[config.mk]
export PLATFORM = sky130hd
export DESIGN_NAME = sensor_status_crc
export DESIGN_NICKNAME = d
export VERILOG_FILES = /design/src/rtl/line_sync.v /design/src/rtl/sensor_status_crc.v
export VERILOG_INCLUDE_DIRS = /design/src /design/src/rtl
export SDC_FILE = /design/constraint.sdc
export NUM_CORES = 1
export LEC_CHECK = 0
export BUFFER_PORTS_ARGS = -buffer_cell sky130_fd_sc_hd__buf_2
export CORE_MARGIN = 8
export CORE_UTILIZATION = 40
export DETAILED_ROUTE_END_ITERATION = 8
export GPL_TIMING_DRIVEN = 0
export REMOVE_ABC_BUFFERS = 1
export SYNTH_ARGS = -nofsm -noshare
export SYNTH_HDL_FRONTEND = slang
export SYNTH_HIERARCHICAL = 1
export SYNTH_SLANG_ARGS = --single-unit
[constraint.sdc]
create_clock -name clk -period 4.1 [get_ports clk]
set_input_delay 0.82 -clock clk [delete_from_list [all_inputs] [get_ports clk]]
set_output_delay 0.82 -clock clk [all_outputs]
set_load 0.05 [all_outputs]
[src/rtl/sensor_status_regs.vh]
/*
 * Constants of the sensor status word, its commands and the CRC-8 check.
 * Assumes inclusion by bare name from the design and bench files.
 */
`ifndef SENSOR_STATUS_REGS_VH
`define SENSOR_STATUS_REGS_VH

// =============================================================
// status word bit positions
`define BIT_ALERT_PEND 15
`define BIT_TRACK_ALERT 10
`define BIT_RESET_SEEN 4
`define BIT_CMD_FAIL 1
`define BIT_WR_CRC_FAIL 0

// =============================================================
// reset values of the status flags
`define RST_ALERT_PEND 1'h1
`define RST_TRACK_ALERT 1'h0
`define RST_RESET_SEEN 1'h1
`define RST_CMD_FAIL 1'h0
`define RST_WR_CRC_FAIL 1'h0

// =============================================================
// command codes
`define CMD_CLEAR_STATUS 16'h3041
`define CMD_SOFT_RESET 16'h30A2
`define CMD_READ_STATUS 16'hF300
`define CMD_FETCH_TEMP 16'hE000

// =============================================================
// CRC-8 properties
`define CRC_POLY 8'h31
`define CRC_INIT 8'hFF
`define CRC_XOROUT 8'h00

// =============================================================
// transfer layout
`define BYTE_BITS 4'h8
`define RX_CMD_BYTES 3'h2
`define RX_FULL_BYTES 3'h5
`define TX_IDX_HI 2'h0
`define TX_IDX_LO 2'h1
`define TX_IDX_CRC 2'h2
`define TX_FILL 8'hFF
`define DEV_ADDR_DEFAULT 7'h44

`endif

[src/rtl/line_sync.v]
/*
 * Synchroniser and condition finder for the serial clock and data pins.
 * Assumes both pins are asynchronous to clk; a level is accepted once the
 * second and third flops agree.
 */
`timescale 1ns/1ps

module line_sync
(
    // clock and reset
    input wire clk,
    input wire nrst,
    // raw pin levels
    input wire sclPin,
    input wire sdaPin,
    // filtered levels and one-cycle conditions
    output reg sdaLevel,
    output reg sclRise,
    output reg sclFall,
    output reg busStart,
    output reg busStop
);

reg [2:0] sclSync;
reg [2:0] sdaSync;
reg sclLevel;
reg next_scl;
reg next_sda;

// =============================================================
// accept a level only when stages two and three agree
always @*
begin
    next_scl = (sclSync[1] == sclSync[2]) ? sclSync[2] : sclLevel;
    next_sda = (sdaSync[1] == sdaSync[2]) ? sdaSync[2] : sdaLevel;
end

// =============================================================
// three-flop chains; the idle bus is high on both lines
always @(posedge clk or negedge nrst)
begin
    if (!nrst)
    begin
        sclSync <= 3'h7;
        sdaSync <= 3'h7;
        sclLevel <= 1'h1;
        sdaLevel <= 1'h1;
        sclRise <= 1'h0;
        sclFall <= 1'h0;
        busStart <= 1'h0;
        busStop <= 1'h0;
    end
    else
    begin
        sclSync <= {sclSync[1:0], sclPin};
        sdaSync <= {sdaSync[1:0], sdaPin};
        sclLevel <= next_scl;
        sdaLevel <= next_sda;
        sclRise <= next_scl & ~sclLevel;
        sclFall <= ~next_scl & sclLevel;
        // data moving while clock stays high marks start or stop
        busStart <= sclLevel & next_scl & sdaLevel & ~next_sda;
        busStop <= sclLevel & next_scl & ~sdaLevel & next_sda;
    end
end

endmodule // line_sync

[src/rtl/sensor_status_crc.v]
/*
 * Serial-bus slave holding the sensor status word and the CRC-8 check.
 * Assumes the measurement core supplies the raw code, alert and supply
 * events on clk, and an idle flag gating soft reset.
 */
// How it works
// - clear command zeroes bits 15, 10, 4
// - bit15 alert pending, bit10 tracking alert
// - bit4 set by any reset, sticky
// - bit1 flags invalid or failed command
// - bit0 flags bad write data CRC
// - CRC-8 poly 31, init FF, no reflection
// - CRC after each word, restarted per word
// - CRC appended on reads, checked on writes
// - temperature word is raw unsigned code
// - soft reset only when idle, marks reset
`timescale 1ns/1ps
`include "sensor_status_regs.vh"

module sensor_status_crc
#(
    parameter [6:0] DEV_ADDR = `DEV_ADDR_DEFAULT
)
(
    // clock and reset
    input wire clk,
    input wire nrst,
    // serial bus pins, open drain
    input wire sclIn,
    input wire sdaIn,
    output wire sdaOut,
    output reg sdaOe,
    // measurement core side
    input wire [15:0] raw_temperature_code,
    input wire trackAlertEvent,
    input wire supplyFailEvent,
    input wire sysIdle,
    output reg softResetReq,
    output reg [15:0] statusWord
);

localparam S_IDLE = 3'h0;
localparam S_ADDR = 3'h1;
localparam S_WACK = 3'h2;
localparam S_RX = 3'h3;
localparam S_TX = 3'h4;
localparam S_RACK = 3'h5;

reg [2:0] state;
reg [3:0] bitCnt;
reg [1:0] txIdx;
reg [2:0] rxCnt;
reg [15:0] txWord, cmdWord, dataWord;
reg [7:0] shiftIn, txShift, dataCrc, txByte;
reg readDir, hostAck, readTemp, alertPend, trackAlert, resetSeen;
reg cmdFail, wrCrcFail, cmdOk, doClear, doSoft;
wire sdaLevel, sclRise, sclFall, busStart, busStop, execNow, lenOk;
wire [2:0] next_rxCnt;

// bitwise CRC over one 16-bit word, generator restarted each call
function [7:0] crc8;
    input [15:0] word;
    integer i;
    reg [7:0] c;
    begin
        c = `CRC_INIT;
        for (i = 15; i >= 0; i = i - 1)
        begin
            if (c[7] ^ word[i])
                c = {c[6:0], 1'b0} ^ `CRC_POLY;
            else
                c = {c[6:0], 1'b0};
        end
        crc8 = c ^ `CRC_XOROUT;
    end
endfunction

// =============================================================
// pin conditioning
line_sync u_sync
(
    .clk(clk),
    .nrst(nrst),
    .sclPin(sclIn),
    .sdaPin(sdaIn),
    .sdaLevel(sdaLevel),
    .sclRise(sclRise),
    .sclFall(sclFall),
    .busStart(busStart),
    .busStop(busStop)
);

// open drain: the pin is only ever pulled low
assign sdaOut = 1'b0;

// a write phase is executed when stop or repeated start closes it
assign execNow = (busStart | busStop) & (rxCnt != 3'h0);
assign next_rxCnt = (rxCnt == `RX_FULL_BYTES) ? rxCnt : rxCnt + 3'h1;
// a bare command or a command with one protected word is legal; bytes after the fifth are ignored
assign lenOk = (rxCnt == `RX_CMD_BYTES) | (rxCnt == `RX_FULL_BYTES);

// =============================================================
// command decode at the end of a write phase
always @*
begin
    case (cmdWord)
        `CMD_CLEAR_STATUS: cmdOk = lenOk;
        `CMD_SOFT_RESET: cmdOk = lenOk & sysIdle;
        `CMD_READ_STATUS: cmdOk = lenOk;
        `CMD_FETCH_TEMP: cmdOk = lenOk;
        default: cmdOk = 1'b0;
    endcase
    doClear = cmdOk & (cmdWord == `CMD_CLEAR_STATUS);
    doSoft = cmdOk & (cmdWord == `CMD_SOFT_RESET);
end

// =============================================================
// byte to put on the bus: word high, word low, then its CRC
always @*
begin
    case (txIdx)
        `TX_IDX_HI: txByte = txWord[15:8];
        `TX_IDX_LO: txByte = txWord[7:0];
        `TX_IDX_CRC: txByte = crc8(txWord);
        default: txByte = `TX_FILL;
    endcase
end

// =============================================================
// bus protocol engine, stepped on filtered clock edges
always @(posedge clk or negedge nrst)
begin
    if (!nrst)
    begin
        state <= S_IDLE;
        bitCnt <= 4'h0;
        shiftIn <= 8'h00;
        txShift <= 8'h00;
        txIdx <= 2'h0;
        txWord <= 16'h0000;
        readDir <= 1'b0;
        hostAck <= 1'b0;
        rxCnt <= 3'h0;
        cmdWord <= 16'h0000;
        dataWord <= 16'h0000;
        dataCrc <= 8'h00;
        sdaOe <= 1'b0;
    end
    else if (busStart | busStop)
    begin
        // conditions override any byte in flight
        state <= busStart ? S_ADDR : S_IDLE;
        bitCnt <= 4'h0;
        rxCnt <= 3'h0;
        sdaOe <= 1'b0;
    end
    else if (sclRise)
    begin
        if (state == S_ADDR || state == S_RX)
        begin
            shiftIn <= {shiftIn[6:0], sdaLevel};
            bitCnt <= bitCnt + 4'h1;
        end
        else if (state == S_RACK)
            hostAck <= ~sdaLevel;
    end
    else if (sclFall)
    begin
        case (state)
            S_ADDR:
            begin
                if (bitCnt == `BYTE_BITS)
                begin
                    if (shiftIn[7:1] == DEV_ADDR)
                    begin
                        state <= S_WACK;
                        sdaOe <= 1'b1;
                        readDir <= shiftIn[0];
                        // a read returns the word picked by the last accepted command
                        txWord <= readTemp ? raw_temperature_code
                                           : statusWord;
                        txIdx <= `TX_IDX_HI;
                    end
                    else
                        state <= S_IDLE;
                end
            end
            S_RX:
            begin
                if (bitCnt == `BYTE_BITS)
                begin
                    state <= S_WACK;
                    sdaOe <= 1'b1;
                    rxCnt <= next_rxCnt;
                    case (rxCnt)
                        3'h0: cmdWord[15:8] <= shiftIn;
                        3'h1: cmdWord[7:0] <= shiftIn;
                        3'h2: dataWord[15:8] <= shiftIn;
                        3'h3: dataWord[7:0] <= shiftIn;
                        3'h4: dataCrc <= shiftIn;
                        default: dataCrc <= dataCrc;
                    endcase
                end
            end
            S_WACK:
            begin
                // a read goes on with its first bit, a write releases
                state <= readDir ? S_TX : S_RX;
                sdaOe <= readDir & ~txByte[7];
                txShift <= {txByte[6:0], 1'b1};
                bitCnt <= readDir ? 4'h1 : 4'h0;
            end
            S_TX:
            begin
                if (bitCnt == `BYTE_BITS)
                begin
                    state <= S_RACK;
                    sdaOe <= 1'b0;
                    txIdx <= (txIdx == 2'h3) ? txIdx : txIdx + 2'h1;
                end
                else
                begin
                    sdaOe <= ~txShift[7];
                    txShift <= {txShift[6:0], 1'b1};
                    bitCnt <= bitCnt + 4'h1;
                end
            end
            S_RACK:
            begin
                // a not-acknowledge ends the read; wait for stop
                state <= hostAck ? S_TX : S_IDLE;
                sdaOe <= hostAck & ~txByte[7];
                txShift <= {txByte[6:0], 1'b1};
                bitCnt <= 4'h1;
            end
            default: state <= S_IDLE;
        endcase
    end
end

// =============================================================
// sticky flags: a setting event in the clearing cycle wins
always @(posedge clk or negedge nrst)
begin
    if (!nrst)
    begin
        alertPend <= `RST_ALERT_PEND;
        trackAlert <= `RST_TRACK_ALERT;
        resetSeen <= `RST_RESET_SEEN;
        cmdFail <= `RST_CMD_FAIL;
        wrCrcFail <= `RST_WR_CRC_FAIL;
        readTemp <= 1'b0;
        softResetReq <= 1'b0;
    end
    else
    begin
        softResetReq <= execNow & doSoft;
        alertPend <= trackAlertEvent
            | (alertPend & ~(execNow & doClear));
        trackAlert <= trackAlertEvent | (trackAlert & ~(execNow & doClear));
        resetSeen <= supplyFailEvent | (execNow & doSoft)
            | (resetSeen & ~(execNow & doClear));
        if (execNow)
        begin
            cmdFail <= ~cmdOk;
            // only a write carrying a protected word updates bit 0
            if (rxCnt == `RX_FULL_BYTES)
                wrCrcFail <= (crc8(dataWord) != dataCrc);
            if (cmdOk)
                readTemp <= (cmdWord == `CMD_FETCH_TEMP);
        end
    end
end

// =============================================================
// visible status word; reserved positions held at zero
always @*
begin
    statusWord = 16'h0000;
    statusWord[`BIT_ALERT_PEND] = alertPend;
    statusWord[`BIT_TRACK_ALERT] = trackAlert;
    statusWord[`BIT_RESET_SEEN] = resetSeen;
    statusWord[`BIT_CMD_FAIL] = cmdFail;
    statusWord[`BIT_WR_CRC_FAIL] = wrCrcFail;
end

endmodule // sensor_status_crc

; ---- Word-level counts from Yosys, hierarchy flattened
; Cells that the tools add are included.
; Widths: inputs -> output; s select.
[classes]
addsub = 3
eq_ne = 35
muxes = 123
bitwise_logic = 95
reduce_logical = 30
[ops]
columns = cell, n
row1 = $mux 8, 48
row2 = $mux 6, 32
row3 = $not 3->3, 30
row4 = $mux 3, 14
row5 = $reduce_and 6->1, 7
row6 = $eq 16x14->1 const B, 2
row7 = $eq 16x16->1 const B, 2
row8 = $xor 1x1->1, 30
row9 = $pmux 8 s3, 1
row10 = $mux 4, 5
row11 = $and 1x1->1, 18
row12 = $mux 16, 1
row13 = $pmux 8 s2, 1
row14 = $pmux 3 s5, 1
row15 = $reduce_and 5->1, 3
row16 = $eq 3x2->1 const B, 4
row17 = $eq 3x3->1 const B, 4
row18 = $pmux 4 s3, 1
row19 = $mux 1, 11
row20 = $not 1->1, 11
row21 = $mux 2, 5
row22 = $ne 2x2->1 const B, 5
row23 = $reduce_bool 2->1, 5
row24 = $ne 3x2->1 const B, 3
row25 = other kinds (29), 42
[totals]
register_bits = 106
wordCells = 316

; ---- Depth between registers and ports, before layout
[logic_depth]
depth_word = 64
depth_mapped = 10
ltp_nobuf = 8

; ---- Hierarchy
; Netlist, hierarchy kept.
[by_module_without_submodules]
columns = mod, instances, cells_per_inst, area_per_inst_um2
row1 = sensor_status_crc, 1, 514, 5526.6
row2 = line_sync, 1, 21, 377.9

; ---- Worst setup path before layout
; No wires, ideal clock.
[synth_path]
path_type = flip-flop to flip-flop
startpoint = register cmdWord[9]
endpoint = register readTemp
setup_time_ps = 125
arrival_ps = 2047
required_ps = 3975
slack_ps = 1928
stages_incl_launch_ff = 7
path_buffers = 0
period_less_slack_ps = 2172
cell_sequence = dfrtp_1 or4_1 nor4_1 nand3_1 a21o_1 a21oi_2 mux2_2
[synth_between]
elab_chain_cells = 4
elab_cells_between_ends = 7
[synth_rtl]
columns = element, line_no
row1 = "start, declared", sensor_status_crc.v:53  ; reg [15:0] txWord, cmdWord, dataWord;
row2 = "start signal, assigned", sensor_status_crc.v:196  ; 3'h0: cmdWord[15:8] <= shiftIn;
row3 = $eq 16x14->1 or $eq 16x16->1 (tied branches), sensor_status_crc.v:106  ; case (cmdWord)
row4 = $reduce_or 3->1 (no source line), n/a
row5 = $pmux 1 s2, sensor_status_crc.v:106
row6 = $reduce_and 2->1 (no source line), n/a
row7 = "end signal, assigned", sensor_status_crc.v:270  ; readTemp <= (cmdWord == `CMD_FETCH_TEMP);
row8 = "end, declared", sensor_status_crc.v:55  ; reg readDir, hostAck, readTemp, alertPend, trackAlert, resetSeen;
; Several ways; a longest one is shown, not always the timed one.
; A chain may end at the register's enable or synchronous reset.

; ---- Worst setup path in the final report
[layout_path]
startpoint = register u_sync.busStop
endpoint = register txWord[5]
[layout_between]
elab_chain_cells = 3
[layout_rtl]
columns = element, line_no
row1 = "start, declared", line_sync.v:21  ; output reg busStop
row2 = "start signal, assigned", line_sync.v:63  ; busStop <= sclLevel & next_scl & ~sdaLevel & next_sda;
row3 = $or 1x1->1, sensor_status_crc.v:149  ; else if (busStart | busStop)
row4 = $not 1->1 (no source line), n/a
row5 = $reduce_and 6->1 (no source line), n/a
row6 = "end signal, assigned", sensor_status_crc.v:180  ; txWord <= readTemp ? raw_temperature_code
row7 = "end, declared", sensor_status_crc.v:53
; Every way passes these cells.

==> out/metrics.yaml <==
status: "finished, final reports clean"
grt_pass1_vias: 3936
drt-total-wl_um: 12400
routedWlPerCell_um: 16.7
seq_area_frac_synth_pct: 45.1
synth_area_um2: 5900
portBuffers: 29
cts-root-buf: "clkbuf_16"
first_pass_iters: 4
power.density_nw_per_um2: 333
syn_to_final_growth_pct: 9.39
p_leak_nw: 3.02
syn_inst: 535
cts_resized: 0
cts_buffer_depth: 2
cts.sinks: 106
grt_max_degree: 63
die_y_um: 137
fmax_mhz: 370
path_clk_slew_ns: 0.07
synth.largest_area_cell: "dfrtp_1"
synth_flop_cell: "dfrtp_1"
coreArea_um2: 14500
overflow: 0
cts_tree: "yes"
use_met1_pct: 18.0
hpwl_um: 8860
drt_iter0_drc: 180
synth.top_cell.area_share_pct: 40.7
r2r.worst_path.cells: 6
synth_edf_count: 0
ir_drop_uv: 186
final_common_cell: "dfrtp_1"
ant_nets: 0
start_kind: "flip-flop"
holdBufCountCts: 0
start_util_pct: 40.8
hold_class: "flip-flop to flip-flop"
antenna_found_initial: 0
die_w_um: 137
cap_violations: 0
fp.dieArea_um2: 18900
fin_nets: 587
worst-path-stages: 6
viasPerCell: 5.27
clock_skew_ns: 0.00955
finalCritPeriodShare_pct: 66.0
drc: 0
use_met2_pct: 22.0
finalSetupViolations: 0
synth_seq_cells: 106
ios: 42
hold_viol: 0
synth_area_leaders: "dfrtp_1 41%, mux2_2 9.5%, xnor2_1 5.0%"
async_reset_ff_share_pct: 100
cts_buffers: 9
synth_cell_type_count: 57
gp_congestion: 0.865
grtUsageMet3_pct: 4.16
route.vias.total: 3905
cp-end-kind: "flip-flop"
avgSynthCellArea_um2: 11.0
grt_pass1_wl_um: 20500
power.total_w: 0.00215
cpMaxStageDelayCell: "and2_0"
track_usage_pct: 14.0
fin_crit_ns: 2.71
layout_common_cells: "96 x dfrtp_1, 61 x nand2_1, 50 x mux2_2, 36 x nor2_1, 34 x xnor2_1"
slowest_delay_ns: 0.83
crit_top_cell: "nand2_1"
cts_max_level: 3
rows: 44
grt.busiest_layer: "met2"
cts_setup_buffers: 0
rsz0062_at_grt: "false"
cp.buffers_inverters: 0
path_class: "flip-flop to flip-flop"
finalSetupTns_ns: 0
crit_chain: "nor2_1, nand2_1, nor3_1, and2_0, nand3_1, nand2_1"
worst_pin_slew_ns: 1.01
critical-path-top-delay-family: "simple AND/OR/NAND/NOR gates"
num_antenna_cells: 0
holdPathStages: 0
cp.arrival_ns: 3.00
drive_gt1_share_pct: 21.4
yosysWarningCount: 6
slew_headroom_pct: 32.5
crit_fanout: 22
cp.required_ns: 4.40
worst_skew_pair.late_latency_ns: 0.36
timing.hold.ws_ns: 0.358
maxSlewViolCount: 0
-- logic make-up after synthesis --
| group | share of synthesized area [%] |
|---|---|
| compound gates | 8.75 |
| xor+xnor | 14.4 |
| fa+ha+maj | 2.88 |
| buf+inv | 4.09 |
| flops | 45.1 |
| mux | 11.4 |
| other cells | 0.0635 |
| simple gates | 13.3 |
-- state kept, by name (all words and copies together), names as in the netlist, 2 cells and up --
name / count
bitCnt: 4
cmdWord: 16
dataCrc: 8
dataWord: 16
rxCnt: 3
shiftIn: 8
state: 3
txIdx: 2
txShift: 8
txWord: 16
u_sync/sclSync: 3
u_sync/sdaSync: 3
-- metal layers --
layer,share of wire [%],wire (µm)
met5,0,0
met4,1.4,176
met3,5.3,658
met2,46,5750
met1,47,5810
-- worst register-to-register path, cell delays in order (launching register included) --
cell     delay [ns]
dfrtp_1        0.39
nor2_1         0.46
nand2_1        0.29
nor3_1         0.28
and2_0         0.83
nand3_1        0.25
nand2_1        0.13
-- cells in the mapped netlist (7+ instances only) --
library cell,instances
a21o_1,7
a21oi_1,21
buf_4,17
clkbuf_1,13
dfrtp_1,96
dfstp_2,10
ha_1,12
inv_1,10
mux2_2,50
mux2i_1,11
nand2_1,61
nand3_1,21
nor2_1,36
nor2b_1,8
nor3_1,9
o21ai_0,13
xnor2_1,34
xnor3_1,9
xor2_1,12
-- cell type report --
type | instances | area (µm²)
multi-input combinational | 395 | 3040
clock inverter | 7 | 86.3
clock buffer | 9 | 225
tap | 184 | 230
inverter | 10 | 37.5
fill | 1367 | 8020
sequential | 106 | 2670
timing repair buffer | 30 | 175
-- final timing paths --
| path | startpoint | to | slack, ns |
|---|---|---|---|
| worst max-delay path | u_sync/busStop | txWord[5] | 1.39 |
| worst min-delay path | u_sync/sdaSync[0] | u_sync/sdaSync[1] | 0.36 |
| worst max register to register | u_sync/busStop | txWord[5] | 1.39 |
| worst min register to register | u_sync/sdaSync[0] | u_sync/sdaSync[1] | 0.36 |
| max in group asynchronous | nrst | u_sync/sdaSync[2] | 2.85 |
| min in group asynchronous | nrst | cmdWord[13] | 0.48 |
-- metrics by stage --
step / worst slack, ns / util (%) / instances / area (µm²)
after detailed placement: 1.43 / 42.5 / 725 / 6150
after global routing: 1.11 / 44.6 / 741 / 6460
after CTS: 1.37 / 44.6 / 741 / 6460
final: 1.39 / 44.6 / 741 / 6460
after global placement: 1.03 / 42.2 / 724 / 6120
after floorplan: 1.93 / - / 511 / 5740
-- report_power, final --
group / leakage, nW / switching [W] / total [W] / internal, W
Combinational: 1.52 / 0.0000799 / 0.000117 / 0.0000375
Sequential: 1.35 / 0.0000513 / 0.00112 / 0.00107
Clock: 0.154 / 0.000425 / 0.000911 / 0.000486
Total: 3.02 / 0.000556 / 0.00215 / 0.00159
(Power assumes the default switching activity.)
